===== config.mk =====
export PLATFORM = sky130hd
export DESIGN_NAME = lcdcp_top
export DESIGN_NICKNAME = d
export VERILOG_FILES = /design/src/design/lcdcp_pkg.sv /design/src/design/lcdcp_top.sv
export SDC_FILE = /design/constraint.sdc
export NUM_CORES = 1
export LEC_CHECK = 0
export ABC_AREA = 1
export BUFFER_PORTS_ARGS = -buffer_cell sky130_fd_sc_hd__buf_2
export CORE_ASPECT_RATIO = 1.1
export CORE_MARGIN = 2
export CORE_UTILIZATION = 36
export CTS_CLUSTER_DIAMETER = 30
export DETAILED_ROUTE_END_ITERATION = 10
export PLACE_DENSITY_LB_ADDON = 0.3
export REMOVE_ABC_BUFFERS = 1
export SLEW_MARGIN = 10
export SYNTH_ARGS = -nofsm -noshare
export SYNTH_HDL_FRONTEND = slang
export SYNTH_SLANG_ARGS = --single-unit

===== constraint.sdc =====
create_clock -name I_CLK_SYS -period 2.8 [get_ports I_CLK_SYS]
set_clock_uncertainty 0.05 [all_clocks]
set_input_delay 0.42 -clock I_CLK_SYS [delete_from_list [all_inputs] [get_ports I_CLK_SYS]]
set_output_delay 0.42 -clock I_CLK_SYS [all_outputs]
set_load 0.1 [all_outputs]

===== src/design/lcdcp_pkg.sv =====
// package: register map, field positions and counts for the lcd clock and power control
package lcdcp_pkg;
  // ==========================================================
  // register offsets on the local port
  localparam logic [2:0] ADDR_CTRL = 3'h0;
  localparam logic [2:0] ADDR_MODE = 3'h1;
  localparam logic [2:0] ADDR_WAVE = 3'h2;
  localparam logic [2:0] ADDR_CKSTP = 3'h3;
  // ==========================================================
  // reset values and bits that always read as one
  localparam logic [6:0] CTRL_RST = 7'h00;
  localparam logic [2:0] MODE_RST = 3'h0;
  localparam logic [7:0] WAVE_RST = 8'h60;
  localparam logic [7:0] WAVE_ONES = 8'h60;
  localparam logic [3:0] CKSTP_RST = 4'hF;
  // ==========================================================
  // field positions
  localparam int CTRL_PSW_B = 6;
  localparam int CTRL_ACT_B = 5;
  localparam int MODE_MRG_B = 2;
  localparam int WAVE_AB_B = 7;
  localparam int WAVE_SUP_B = 4;
  localparam int CKSTP_LCD_B = 0;
  // ==========================================================
  // last frame counts in source ticks and the fixed charge pulse codes
  localparam logic [7:0] FRAME_LAST_STD = 8'hFF;
  localparam logic [7:0] FRAME_LAST_THIRD = 8'hBF;
  localparam logic [3:0] CDS_FIXED_HIGH = 4'h0;
  localparam logic [3:0] CDS_FIXED_LOW = 4'h7;
  // ==========================================================
  // duty selection
  typedef enum logic [1:0] {
    DUTY_STATIC = 2'b00,
    DUTY_HALF = 2'b01,
    DUTY_THIRD = 2'b10,
    DUTY_QUARTER = 2'b11
  } lcdcp_duty_t;
  // decoded configuration carried through the block
  typedef struct packed {
    logic act;
    logic drive_supply_switch;
    logic [3:0] fsel;
    lcdcp_duty_t duty;
    logic merge;
    logic wave_b;
    logic sup_5v;
    logic [3:0] cds;
    logic lcd_run;
  } lcdcp_cfg_t;
endpackage : lcdcp_pkg


===== src/design/lcdcp_top.sv =====
// lcd clock selection, frame timing, common drive, charge pulse and supply control
//
// Decided for this implementation: the address map and the address-and-strobe port.
`timescale 1ns/1ps
module lcdcp_top (
  input wire logic I_CLK_SYS,
  input wire logic I_RESETN,
  input wire logic I_CE,
  input wire logic I_SYS_CLK_RUN,
  input wire logic I_WCLK_TICK,
  input wire logic [2:0] I_ADDR,
  input wire logic [7:0] I_WDATA,
  input wire logic I_WR,
  input wire logic I_RD,
  output logic [7:0] O_RDATA,
  output logic O_FRAME_TICK,
  output logic [3:0] O_COM,
  output logic O_POLARITY,
  output logic O_LADDER_CONNECT,
  output logic O_DRIVE_SUPPLY_ON,
  output logic O_SUPPLY_5V_SEL,
  output logic O_BOOST_EN,
  output logic [2:0] O_PERIPH_CLK_RUN
);
  // ==========================================================
  // reset release
  logic rst_meta_ff;
  logic rst_sync_ff;
  logic rst_n;

  // two stage release of the asynchronous reset
  always_ff @(posedge I_CLK_SYS or negedge I_RESETN) begin
    if (!I_RESETN) begin
      rst_meta_ff <= 1'b0;
      rst_sync_ff <= 1'b0;
    end else begin
      rst_meta_ff <= 1'b1;
      rst_sync_ff <= rst_meta_ff;
    end
  end
  assign rst_n = rst_sync_ff;

  // ==========================================================
  // registers
  logic [6:0] ctrl_ff;
  logic [2:0] mode_ff;
  logic [7:0] wave_ff;
  logic [3:0] ckstp_ff;
  logic [7:0] rdata_ff;
  logic wr_ctrl;
  logic wr_mode;
  logic wr_wave;
  logic wr_ckstp;
  logic [7:0] nxt_wave;
  logic [7:0] nxt_rdata;
  lcdcp_pkg::lcdcp_cfg_t cfg;

  // write decode
  assign wr_ctrl = I_CE && I_WR && (I_ADDR == lcdcp_pkg::ADDR_CTRL);
  assign wr_mode = I_CE && I_WR && (I_ADDR == lcdcp_pkg::ADDR_MODE);
  assign wr_wave = I_CE && I_WR && (I_ADDR == lcdcp_pkg::ADDR_WAVE);
  assign wr_ckstp = I_CE && I_WR && (I_ADDR == lcdcp_pkg::ADDR_CKSTP);
  assign nxt_wave = I_WDATA | lcdcp_pkg::WAVE_ONES;

  // register storage
  always_ff @(posedge I_CLK_SYS or negedge rst_n) begin
    if (!rst_n) begin
      ctrl_ff <= lcdcp_pkg::CTRL_RST;
      mode_ff <= lcdcp_pkg::MODE_RST;
      wave_ff <= lcdcp_pkg::WAVE_RST;
      ckstp_ff <= lcdcp_pkg::CKSTP_RST;
    end else begin
      if (wr_ctrl) ctrl_ff <= I_WDATA[6:0];
      if (wr_mode) mode_ff <= I_WDATA[2:0];
      if (wr_wave) wave_ff <= nxt_wave;
      if (wr_ckstp) ckstp_ff <= I_WDATA[3:0];
    end
  end

  // read decode, unmapped addresses read zero
  assign nxt_rdata = !I_RD ? 8'h00 :
    (I_ADDR == lcdcp_pkg::ADDR_CTRL) ? {1'b1, ctrl_ff} :
    (I_ADDR == lcdcp_pkg::ADDR_MODE) ? {5'h00, mode_ff} :
    (I_ADDR == lcdcp_pkg::ADDR_WAVE) ? wave_ff :
    (I_ADDR == lcdcp_pkg::ADDR_CKSTP) ? {4'hF, ckstp_ff} : 8'h00;

  // read data stand for one cycle only
  always_ff @(posedge I_CLK_SYS or negedge rst_n) begin
    if (!rst_n) begin
      rdata_ff <= 8'h00;
    end else if (I_CE) begin
      rdata_ff <= nxt_rdata;
    end
  end
  assign O_RDATA = rdata_ff;

  // field view of the registers
  assign cfg.act = ctrl_ff[lcdcp_pkg::CTRL_ACT_B];
  assign cfg.drive_supply_switch = ctrl_ff[lcdcp_pkg::CTRL_PSW_B];
  assign cfg.fsel = ctrl_ff[3:0];
  assign cfg.duty = lcdcp_pkg::lcdcp_duty_t'(mode_ff[1:0]);
  assign cfg.merge = mode_ff[lcdcp_pkg::MODE_MRG_B];
  assign cfg.wave_b = wave_ff[lcdcp_pkg::WAVE_AB_B];
  assign cfg.sup_5v = wave_ff[lcdcp_pkg::WAVE_SUP_B];
  assign cfg.cds = wave_ff[3:0];
  assign cfg.lcd_run = ckstp_ff[lcdcp_pkg::CKSTP_LCD_B];

  // ==========================================================
  // clock source and frame timing
  logic sys_sel;
  logic src_ok;
  logic run;
  logic pre_en;
  logic [7:0] pre_last;
  logic [7:0] pre_ff;
  logic src_tick;
  logic [7:0] frm_ff;
  logic [7:0] frm_last;
  logic frame_end;
  logic slot_end;
  logic [1:0] slot;

  // stopped system clock gives no activity while it is the selected source
  assign sys_sel = cfg.fsel[3];
  assign src_ok = sys_sel ? I_SYS_CLK_RUN : 1'b1;
  // halt and standby gate the frame clock
  assign run = cfg.act && cfg.lcd_run && src_ok;

  // watch clock divide by 1, 2 or 4
  // system clock divide by 2 to 256
  assign pre_en = sys_sel ? 1'b1 : I_WCLK_TICK;
  assign pre_last = sys_sel ? 8'((9'h002 << cfg.fsel[2:0]) - 9'h001) :
    cfg.fsel[1] ? 8'h03 : cfg.fsel[0] ? 8'h01 : 8'h00;
  assign src_tick = run && pre_en && (pre_ff >= pre_last);

  // 256 ticks per frame, 192 at one third duty
  assign frm_last = (cfg.duty == lcdcp_pkg::DUTY_THIRD) ?
    lcdcp_pkg::FRAME_LAST_THIRD : lcdcp_pkg::FRAME_LAST_STD;
  assign frame_end = src_tick && (frm_ff >= frm_last);

  // prescaler and frame counter
  always_ff @(posedge I_CLK_SYS or negedge rst_n) begin
    if (!rst_n) begin
      pre_ff <= 8'h00;
      frm_ff <= 8'h00;
    end else if (wr_mode) begin // a duty change starts a fresh frame
      pre_ff <= 8'h00;
      frm_ff <= 8'h00;
    end else if (I_CE && run && pre_en) begin
      pre_ff <= src_tick ? 8'h00 : pre_ff + 8'h01;
      if (frame_end) frm_ff <= 8'h00;
      else if (src_tick) frm_ff <= frm_ff + 8'h01;
    end
  end

  // ==========================================================
  // common drive
  // slot timing per duty
  assign slot = (cfg.duty == lcdcp_pkg::DUTY_STATIC) ? 2'b00 :
    (cfg.duty == lcdcp_pkg::DUTY_HALF) ? {1'b0, frm_ff[7]} : frm_ff[7:6];
  assign slot_end = src_tick && (
    (cfg.duty == lcdcp_pkg::DUTY_STATIC) ? (frm_ff == 8'hFF) :
    (cfg.duty == lcdcp_pkg::DUTY_HALF) ? (frm_ff[6:0] == 7'h7F) :
    (frm_ff[5:0] == 6'h3F));

  logic pol_ff;
  logic nxt_pol;
  logic [3:0] com_act;
  logic [3:0] com_ff;

  // A inverts every slot, B every frame
  assign nxt_pol = cfg.wave_b ? (frame_end ? ~pol_ff : pol_ff) :
    (slot_end ? ~pol_ff : pol_ff);

  for (genvar gi = 0; gi < 4; gi++) begin : g_com
    logic [1:0] src_idx;
    logic in_duty;
    assign src_idx = !cfg.merge ? 2'(gi) :
      (cfg.duty == lcdcp_pkg::DUTY_STATIC) ? 2'b00 :
      (cfg.duty == lcdcp_pkg::DUTY_HALF) ? 2'(gi / 2) : 2'(gi);
    assign in_duty = (src_idx <= cfg.duty);
    assign com_act[gi] = run && in_duty && (slot == src_idx);
  end

  // common and polarity flops
  always_ff @(posedge I_CLK_SYS or negedge rst_n) begin
    if (!rst_n) begin
      pol_ff <= 1'b0;
      com_ff <= 4'h0;
    end else if (I_CE) begin
      pol_ff <= nxt_pol;
      com_ff <= com_act;
    end
  end
  assign O_COM = com_ff;
  assign O_POLARITY = pol_ff;

  // ==========================================================
  // charge pulse and supply
  logic lad_raw;
  logic lad_ff;
  logic tick_ff;
  logic sup_on_ff;

  // charge pulse duty over 32 ticks
  assign lad_raw = (cfg.cds == lcdcp_pkg::CDS_FIXED_HIGH) ? 1'b1 :
    (cfg.cds == lcdcp_pkg::CDS_FIXED_LOW) ? 1'b0 :
    !cfg.cds[3] ? (frm_ff[4:2] < cfg.cds[2:0]) :
    !cfg.cds[2] ? (frm_ff[4:1] == 4'h0) : (frm_ff[4:0] == 5'h00);

  // ladder connect only in charge phase
  always_ff @(posedge I_CLK_SYS or negedge rst_n) begin
    if (!rst_n) begin
      lad_ff <= 1'b0;
      tick_ff <= 1'b0;
      sup_on_ff <= 1'b0;
    end else if (I_CE) begin
      lad_ff <= run && lad_raw;
      tick_ff <= frame_end;
      sup_on_ff <= cfg.act && cfg.drive_supply_switch && cfg.lcd_run;
    end
  end
  assign O_LADDER_CONNECT = lad_ff;
  assign O_FRAME_TICK = tick_ff;
  assign O_DRIVE_SUPPLY_ON = sup_on_ff;
  // supply select and regulator enable together
  assign O_SUPPLY_5V_SEL = cfg.sup_5v;
  assign O_BOOST_EN = cfg.sup_5v;
  assign O_PERIPH_CLK_RUN = ckstp_ff[3:1];
endmodule : lcdcp_top


# Word level (Yosys, flattened, before mapping)
# Index checks and enable logic that the tools add are counted.
[totals] ff_bits=54 latch_bits=0 ram_bits=0 rom_bits=0 input_bits=18 output_inout_bits=21 memories=0
[classes] add_sub_neg=3 multipliers=0 div_mod_pow=0 magnitude_cmp=7 n_eq_ne=13 n_shift=1 mux=38 bitwise=1 reduce_logical=35
[ops] cell="8-bit two-way mux" count=13
[ops] cell="1-bit logical AND" count=24
[ops] cell="2-bit two-way mux" count=9
[ops] cell="8-bit by 1-bit adder with 8-bit output, second input constant" count=2
[ops] cell="8-bit greater-or-equal comparator" count=2
[ops] cell="1-bit two-way mux" count=15
[ops] cell="8-bit == test, second input constant" count=1
[ops] cell="4-bit logical NOT" count=2
[ops] cell="2-bit by 3-bit << shifter with 8-bit output, first input constant" count=1
[ops] cell="8-bit by 1-bit subtractor with 8-bit output, second input constant" count=1
[ops] cell="7-bit == test, second input constant" count=1
[ops] cell="7-bit two-way mux" count=1
[ops] cell="3-bit by 2-bit == test with 1-bit output, second input constant" count=2
[ops] cell="6-bit == test, second input constant" count=1
[ops] cell="5-bit logical NOT" count=1
[ops] cell="2-bit == test" count=2
[ops] cell="4-bit by 3-bit == test with 1-bit output, second input constant" count=1
[ops] cell="2-bit <= comparator" count=2
[ops] cell="2-bit logical NOT" count=2
[ops] cell="2-bit nonzero test" count=2
[ops] cell="3-bit by 1-bit == test with 1-bit output, second input constant" count=1
[ops] cell="3-bit logical NOT" count=1
[ops] cell="3-bit < comparator" count=1
[ops] cell="3-bit AND reduction" count=1
[ops] cell="other kinds (9)" count=9

# Longest topological paths before layout
# Gate-level depths: netlist of the first run.
[depth] depth_word=9 mapped_depth=19 depth_no_buf=17

# Least setup slack after synthesis of the first run
# No wires, ideal clock.
[synth_path] path_kind="reg2reg" from="register ctrl_ff[2]" to="register frm_ff[4]" t_arrival_ns=2.340 required_ns=2.628 path_slack_ns=0.288 path_stages_with_launch=19 n_path_buf=2 synth_period_minus_slack_ns=2.512 cell_sequence="dfrtp_1 -> clkbuf_1 -> inv_1 -> nand3_1 -> ha_1 -> or2_2 -> ha_1 -> nand2_1 -> nor2_1 -> nor2_1 -> nand2_1 -> nand2_1 -> nand2_1 -> nand2_1 -> nand2_1 -> nand2_4 -> buf_6 -> nand2_1 -> o21ai_1"
[synth_between] elab_chain_len=9 word_cells_on_any_way=11 classes_between="1 x add/sub; 1 x order compare; 1 x shift; 4 x mux; 4 x reduce/logical"
[synth_rtl] item="start: declaration" line_no="lcdcp_top.sv:45" source="logic [6:0] ctrl_ff;"
[synth_rtl] item="start signal: assignment" line_no="lcdcp_top.sv:68" source="ctrl_ff <= lcdcp_pkg::CTRL_RST;"
[synth_rtl] item="start signal: assignment" line_no="lcdcp_top.sv:73" source="if (wr_ctrl) ctrl_ff <= I_WDATA[6:0];"
[synth_rtl] item="2-bit by 3-bit << shifter with 8-bit output (*)" line_no="lcdcp_top.sv:132" source="assign pre_last = sys_sel ? 8'((9'h002 << cfg.fsel[2:0]) - 9'h001) :"
[synth_rtl] item="8-bit by 1-bit subtractor with 8-bit output (*)" line_no="lcdcp_top.sv:132"
[synth_rtl] item="8-bit two-way mux (*)" line_no="lcdcp_top.sv:132"
[synth_rtl] item="8-bit greater-or-equal comparator (*)" line_no="lcdcp_top.sv:134" source="assign src_tick = run && pre_en && (pre_ff >= pre_last);"
[synth_rtl] item="1-bit logical AND (*)" line_no="lcdcp_top.sv:134"
[synth_rtl] item="1-bit logical AND" line_no="lcdcp_top.sv:139" source="assign frame_end = src_tick && (frm_ff >= frm_last);"
[synth_rtl] item="8-bit two-way mux" line_no="lcdcp_top.sv:151" source="if (frame_end) frm_ff <= 8'h00;"
[synth_rtl] item="8-bit two-way mux" line_no="lcdcp_top.sv:149" source="end else if (I_CE && run && pre_en) begin"
[synth_rtl] item="8-bit two-way mux" line_no="lcdcp_top.sv:146" source="end else if (wr_mode) begin"
[synth_rtl] item="end signal: assignment" line_no="lcdcp_top.sv:152" source="else if (src_tick) frm_ff <= frm_ff + 8'h01;"
[synth_rtl] item="end: declaration" line_no="lcdcp_top.sv:117" source="logic [7:0] frm_ff;"
# Every way passes the cells marked *; elsewhere a longest branch is shown, timed or not. The select of a mux whose other input is x is not followed.
# A chain may end at the register's enable or synchronous reset.

# Worst setup path after layout of the first run
[layout_path] from="register ctrl_ff[0]" to="register frm_ff[6]"
[layout_between] elab_chain_len=9 word_cells_on_any_way=13 classes_between="1 x add/sub; 1 x order compare; 1 x shift; 6 x mux; 4 x reduce/logical"
[layout_rtl] item="2-bit by 3-bit << shifter with 8-bit output / 1-bit two-way mux (equally long branches)" line_no="lcdcp_top.sv:132, lcdcp_top.sv:133"
[layout_rtl] item="8-bit by 1-bit subtractor with 8-bit output / 2-bit two-way mux (equally long branches)" line_no="lcdcp_top.sv:132, lcdcp_top.sv:133"
[layout_rtl] item="8-bit two-way mux (*)" line_no="lcdcp_top.sv:132"
[layout_rtl] item="8-bit greater-or-equal comparator (*)" line_no="lcdcp_top.sv:134"
[layout_rtl] item="1-bit logical AND (*)" line_no="lcdcp_top.sv:134"
[layout_rtl] item="1-bit logical AND" line_no="lcdcp_top.sv:139"
[layout_rtl] item="8-bit two-way mux" line_no="lcdcp_top.sv:151"
[layout_rtl] item="8-bit two-way mux" line_no="lcdcp_top.sv:149"
[layout_rtl] item="8-bit two-way mux" line_no="lcdcp_top.sv:146"
# Marked as above.

==> impl_metrics.py, run 1 <==
metrics = {
    "run_status": {
        "status": "complete, no violations",
    },
    "placement": {
        "post-place-ws_ns": 0.1162,
        "portBuffers": 38,
        "place_congestion": 0.8312,
        "dpl.cell_count": 540,
        "hpwl_um": 5812,
    },
    "clocking": {
        "cts_root_buffer": "clkbuf_8",
        "clock-sinks": 54,
        "path_clk_slew_ns": 0.11,
        "clk_path_buf_depth": 2,
        "cts_max_level": 2,
        "postCtsSetupRepairBufs": 0,
        "cts_tree": "built",
        "cts_buffers": 5,
        "clk_latency_ns": 0.32,
    },
    "synth": {
        "yosysUniqueCellTypes": 37,
        "synth_top_family_by_area": "simple AND/OR/NAND/NOR gates",
        "async_flop_share_pct": 100.0,
        "synth_fa_ha_area_share_pct": 6.413,
        "synthMuxAreaShare_pct": 1.082,
        "syn_area_per_cell_um2": 7.785,
        "ys_ff_latch": 54,
        "synth_area_um2": 3122,
        "syn_inst": 401,
        "synth-compound-area-share_pct": 13.43,
        "ys_warn_count": 0,
        "synth_edf_count": 0,
        "yosysSeqAreaShare_pct": 43.45,
        "synth_xor_xnor_area_share_pct": 0.5611,
        "synthSimpleGateAreaFrac_pct": 26.81,
        "ys.flop_type": "dfrtp_1",
    },
    "route": {
        "drt-total-wl_um": 7741,
        "drc": 0,
        "wl_met1_um": 3630,
        "dr_wl_met3_um": 301,
        "firstDrtPassIters": 4,
        "via_count": 2748,
        "antenna_left": 0,
        "viasPerCell": 4.987,
        "wl_met2_um": 3646,
        "drt_iter0_markers": 163,
        "maxUsedRoutingLayer": "met4",
        "wl_per_cell_um": 14.05,
    },
    "timing": {
        "post-route-period-util_pct": 92.37,
        "setup_slack_ns": 0.2135,
        "rsz0062_at_grt": "no",
        "period_needed_ns": 2.586,
        "max_slew.worst_pin.slew_ns": 0.5063,
        "fin_setup_tns_ns": 0,
        "fmax_mhz": 386.6,
        "drv_slew": 0,
        "hold_viol": 0,
        "relSlewSlack_pct": 66.25,
        "finalSetupViolCount": 0,
    },
    "die": {
        "rows": 35,
        "start_util_pct": 37.13,
        "io_pins": 39,
        "die-area_um2": 9433,
        "die_w_um": 92.79,
        "die_y_um": 101.7,
        "core_um2": 8408,
    },
    "global_routing": {
        "grt_pass1_vias": 2668,
        "grt_max_degree": 33,
        "grt_pass1_wl_um": 12650,
        "gr-total-overflow": 0,
        "grt_antenna_before_repair": 0,
        "globalRouteTotalUtil_pct": 17.12,
    },
    "critical_path": {
        "worst_path_most_repeated_cell": "nand2_1",
        "cp.buffers_inverters": 0,
        "crit_path_max_fanout": 6,
        "arrival_ns": 2.74,
        "crit_chain": "nor2_2 -> nand2_1 -> ha_1 -> or2_2 -> ha_1 -> nand2_1 -> nor2_1 -> nor2_1 -> nand2_1 -> nand2_1 -> nand2_2 -> nand2_2 -> nand2_4 -> nand2_2 -> nand2_1 -> o21ai_1",
        "required_ns": 2.95,
        "critPathTopFamily": "simple AND/OR/NAND/NOR gates",
        "criticalPathCategory": "reg -> reg",
        "endpoint_kind": "flop",
        "max_stage_delay_ns": 0.46,
        "startpoint_type": "flop",
        "slowest_stage": "dfrtp_2",
    },
    "final_layout": {
        "num_antenna_cells": 0,
        "drive_gt1_share_pct": 19.09,
        "fill_cells": 894,
        "syn2layout_area_growth_pct": 14.63,
        "fin_nets": 473,
        "instances_no_fill": 551,
        "fin_util_pct": 42.56,
    },
    "pwr": {
        "vdd_drop_max_uv": 321.5,
        "powerDensity_nw_per_um2": 641.9,
        "cellLeakagePower_nw": 1.805,
        "p_total_mw": 2.297,
    },
    "worst_hold_path": {
        "hp-class": "reg -> async",
    },
    "run": {
        "max_cap_viol_count": 0,
    },
}
repair_timing:
action                     in CTS  in global routing
setup endpoints to repair       0                 17
hold buffers                    1                  0
hold endpoints to repair        2                  0
resized for setup               0                 15
cell usage in the layout (no fill, tap or decap), drive strengths merged, types with 2 or more instances in the layout:
| cell | n |
|---|---|
| a21o | 2 |
| a21oi | 18 |
| buf | 40 |
| clkbuf | 5 |
| dfrtp | 50 |
| dfstp | 4 |
| ha | 16 |
| inv | 50 |
| mux2 | 3 |
| nand2 | 117 |
| nand3 | 22 |
| nand4 | 8 |
| nor2 | 24 |
| nor3 | 15 |
| o2111ai | 2 |
| o21ai | 46 |
| o31ai | 4 |
| or2 | 2 |
| xor2 | 2 |
where the power goes:
group	switching [mW]	internal (mW)
clock network	0.280	0.273
registers	0.105	0.885
logic	0.557	0.197
total	0.942	1.36
kinds of logic (layout without fill, tap and decap cells):
group / count (synthesis) / count (layout)
muxes: 3 / 3
and+or+nand+nor: 188 / 190
other: 1 / 1
DFF: 54 / 54
buffers and inverters: 61 / 98
adders and majority gates: 16 / 16
AOI/OAI and AO/OA: 76 / 76
xor gates and xnor gates: 2 / 2
cell type report:
type	instances	area, µm²	area share, %
Timing Repair Buffer	41	215.2	6.014
Multi-Input combinational cell	288	1563	43.67
Clock buffer	5	68.82	1.923
Tap cell	111	138.9	3.881
Inverter	49	183.9	5.140
Clock inverter	3	48.80	1.364
Sequential cell	54	1360	38.01
stage by stage:
stage | hold slack (ns) | instance area [µm²]
after CTS | 0.2097 | 3525
final | 0.1921 | 3578
after floorplan | 0.07441 | 3052
after detailed placement | 0.1586 | 3397
after global placement | 0.1548 | 3397
after global routing | 0.2416 | 3578
worst register-to-register path, stage by stage (launching register included):
cell and delay, ns:
dfrtp_2 0.46, nor2_2 0.16, nand2_1 0.08, ha_1 0.27
or2_2 0.29, ha_1 0.28, nand2_1 0.06, nor2_1 0.10
nor2_1 0.04, nand2_1 0.05, nand2_1 0.06, nand2_2 0.10
nand2_2 0.09, nand2_4 0.13, nand2_2 0.12, nand2_1 0.07
o21ai_1 0.06
flip-flops by register name, summed over array words and instances, names as in the netlist:
name and flops:
O_COM 4, O_DRIVE_SUPPLY_ON 1, O_FRAME_TICK 1, O_LADDER_CONNECT 1, O_POLARITY 1, O_RDATA 8
ckstp_ff 4, ctrl_ff 7, frm_ff 8, mode_ff 3, pre_ff 8, rst_meta_ff 1
rst_n 1, wave_ff 6
Yosys cell counts, types with 2 or more instances:
library cell  instances  area, µm²
o31ai_1               4      30.03
ha_1                 16      200.2
clkbuf_1              5      18.77
nor2_4                2      22.52
mux2_2                3      33.78
inv_1                47      176.4
o21ai_0              36      180.2
o2111ai_1             2      17.52
dfrtp_1              50       1251
nand3_1              20      100.1
dfstp_2               4      105.1
a21oi_1              18      90.09
o21ai_1               9      45.04
inv_2                 2      7.510
or2_2                 2      12.51
nand3_2               2      20.02
nor3_1               14      70.07
buf_2                 2      10.01
nand4_1               8      50.05
buf_4                 4      30.03
nand2_2               2      12.51
a21o_1                2      15.01
xor2_1                2      17.52
nand2_1             111      416.7
nand2_4               2      22.52
nor2_1               21      78.83
metal layers:
layer / up-vias / global-route usage (%)
li1: 1397 / -
met1: 1288 / 22.87
met2: 50 / 28.65
met3: 13 / 2.679
met4: 0 / 5.543
met5: - / 0
path summary, 6_finish.rpt:
| kind | from | endpoint | slack, ns | cells past startpoint |
|---|---|---|---|---|
| max | ctrl_ff[0] | frm_ff[6] | 0.21 | 16 |
| min | rst_n | O_RDATA[0] | 0.19 | 0 |
| max reg2reg | ctrl_ff[0] | frm_ff[6] | 0.21 | 16 |
| min reg2reg | rst_n | O_RDATA[0] | 0.19 | 0 |
| max in group asynchronous | rst_n | ckstp_ff[3] | 1.67 | 1 |
| min in group I_CLK_SYS | I_WDATA[6] | ctrl_ff[6] | 0.28 | 2 |
Power figures use the tool's default switching activity.
==> inputs of run 2 (changes only) <==
- CORE_ASPECT_RATIO: 1.1 -> not set
==> impl_metrics.py, run 2 (same netlist as run 1, synthesis figures left out) <==
metrics = {
    "run": {
        "max_cap_viol_count": 0,
    },
    "final_layout": {
        "fin_util_pct": 42.97,
        "fill_cells": 835,
        "ff_latch_area_um2": 1360,
        "final_cell_area_um2": 3566,
        "layout_common_cells": "108 x nand2_1, 47 x dfrtp_1, 46 x inv_1",
        "num_antenna_cells": 0,
        "drive_gt1_share_pct": 18.41,
        "fin_nets": 473,
        "multiInputGateArea_um2": 1569,
        "instances_no_fill": 545,
        "mostFrequentLayoutCell": "nand2_1",
        "syn2layout_area_growth_pct": 14.23,
    },
    "clocking": {
        "cts_root_buffer": "clkbuf_8",
        "cts_max_level": 2,
        "clock-sinks": 54,
        "cts_tree": "built",
        "clk_latency_ns": 0.31,
        "cts_buffers": 5,
        "path_clk_slew_ns": 0.10,
        "clk_path_buf_depth": 2,
    },
    "die": {
        "die_w_um": 97.12,
        "die_y_um": 97.12,
        "die-area_um2": 9432,
        "core_um2": 8299,
        "start_util_pct": 37.61,
        "rows": 33,
        "io_pins": 39,
    },
    "run_status": {
        "status": "complete, no violations",
    },
    "global_routing": {
        "grt_pass1_wl_um": 12500,
        "grt_antenna_before_repair": 0,
        "grt_pass1_vias": 2521,
        "globalRouteTotalUtil_pct": 16.22,
        "gr-total-overflow": 0,
        "grt_max_degree": 30,
    },
    "timing": {
        "finalSetupViolCount": 0,
        "period_needed_ns": 2.541,
        "relSlewSlack_pct": 64.67,
        "fmax_mhz": 393.5,
        "setup_slack_ns": 0.2588,
        "rsz0062_at_grt": "no",
        "max_slew.worst_pin.slew_ns": 0.5300,
        "hold_viol": 0,
        "post-route-period-util_pct": 90.76,
        "whs_ns": 0.1983,
        "fin_setup_tns_ns": 0,
        "drv_slew": 0,
    },
    "placement": {
        "dpl.cell_count": 534,
        "hpwl_um": 5520,
        "portBuffers": 38,
        "postPlaceCellArea_um2": 3390,
        "place_congestion": 0.8248,
        "post-place-ws_ns": 0.1221,
    },
    "critical_path": {
        "r2r.worst_path.cells": 15,
        "crit_path_max_fanout": 8,
        "crit_chain": "nor2_4 -> nand2_1 -> ha_1 -> o21ai_0 -> nor2_1 -> a21oi_1 -> ha_1 -> a21oi_1 -> o21a_1 -> nand2_2 -> nand2_2 -> nand2_4 -> nand2_4 -> nand2_1 -> o21ai_1",
        "endpoint_kind": "flop",
        "max_stage_delay_ns": 0.46,
        "reg2reg_from": "ctrl_ff[0]",
        "rrSetupSlack_ns": 0.26,
        "slowest_stage": "dfrtp_2",
        "r2r-end": "frm_ff[4]",
        "startpoint_type": "flop",
        "criticalPathCategory": "reg -> reg",
        "arrival_ns": 2.74,
        "required_ns": 3.00,
    },
    "pwr": {
        "cellLeakagePower_nw": 1.817,
        "powerDensity_nw_per_um2": 632.3,
        "vdd_drop_max_uv": 377.4,
        "p_total_mw": 2.255,
    },
    "route": {
        "wl_per_cell_um": 13.78,
        "drc": 0,
        "drt-total-wl_um": 7511,
        "via_count": 2749,
        "drt_iter0_markers": 140,
        "antenna_left": 0,
        "firstDrtPassIters": 4,
        "viasPerCell": 5.044,
    },
    "worst_hold_path": {
        "hp-class": "reg -> async",
    },
}
-- run 2: area by class of cell --
type / instances / share of cell area (%)
clock buffers: 7 / 2.140
clock inverters: 1 / 0.8421
inverters: 49 / 5.158
multi-input cells: 288 / 44.00
flip-flops and latches: 54 / 38.14
well taps: 105 / 3.684
repair buffers: 41 / 6.035
-- run 2: worst max path at each step --
stage,cells past startpoint,slack [ns],from,endpoint
after CTS,14,0.10,ctrl_ff[0],pre_ff[7]
after floorplan,16,0.39,ctrl_ff[0],frm_ff[4]
after global routing,16,0.006,ctrl_ff[1],pre_ff[0]
final,15,0.26,ctrl_ff[0],frm_ff[4]
after global placement,14,0.21,ctrl_ff[0],pre_ff[2]
after detailed placement,14,0.12,ctrl_ff[0],pre_ff[7]
-- run 2: power by group --
part	switching [mW]	total (mW)	internal, mW
sequential	0.102	0.987	0.885
clock	0.257	0.525	0.268
combinational	0.547	0.743	0.196
-- run 2: repair_timing --
| item | 4_1_cts | 5_1_grt |
|---|---|---|
| hold buffers | 1 | 0 |
| buffers inserted | 0 | 0 |
| resized for setup | 0 | 15 |
| setup endpoints to repair | 0 | 18 |
| hold endpoints to repair | 2 | 0 |
-- run 2: critical path: cells and delay by family (launching register included) --
kind,cells,cell delay (ns)
adders and majority gates,2,0.49
and+or+nand+nor,8,0.79
DFF,1,0.46
AOI/OAI and AO/OA,5,0.70
-- run 2: metal layers --
layer / GRT usage [%] / up-vias / wire [µm]
li1: - / 1399 / -
met1: 23.56 / 1272 / 3814
met2: 24.84 / 68 / 3318
met3: 2.878 / 10 / 270
met4: 4.659 / 0 / 108
met5: 0 / - / 0
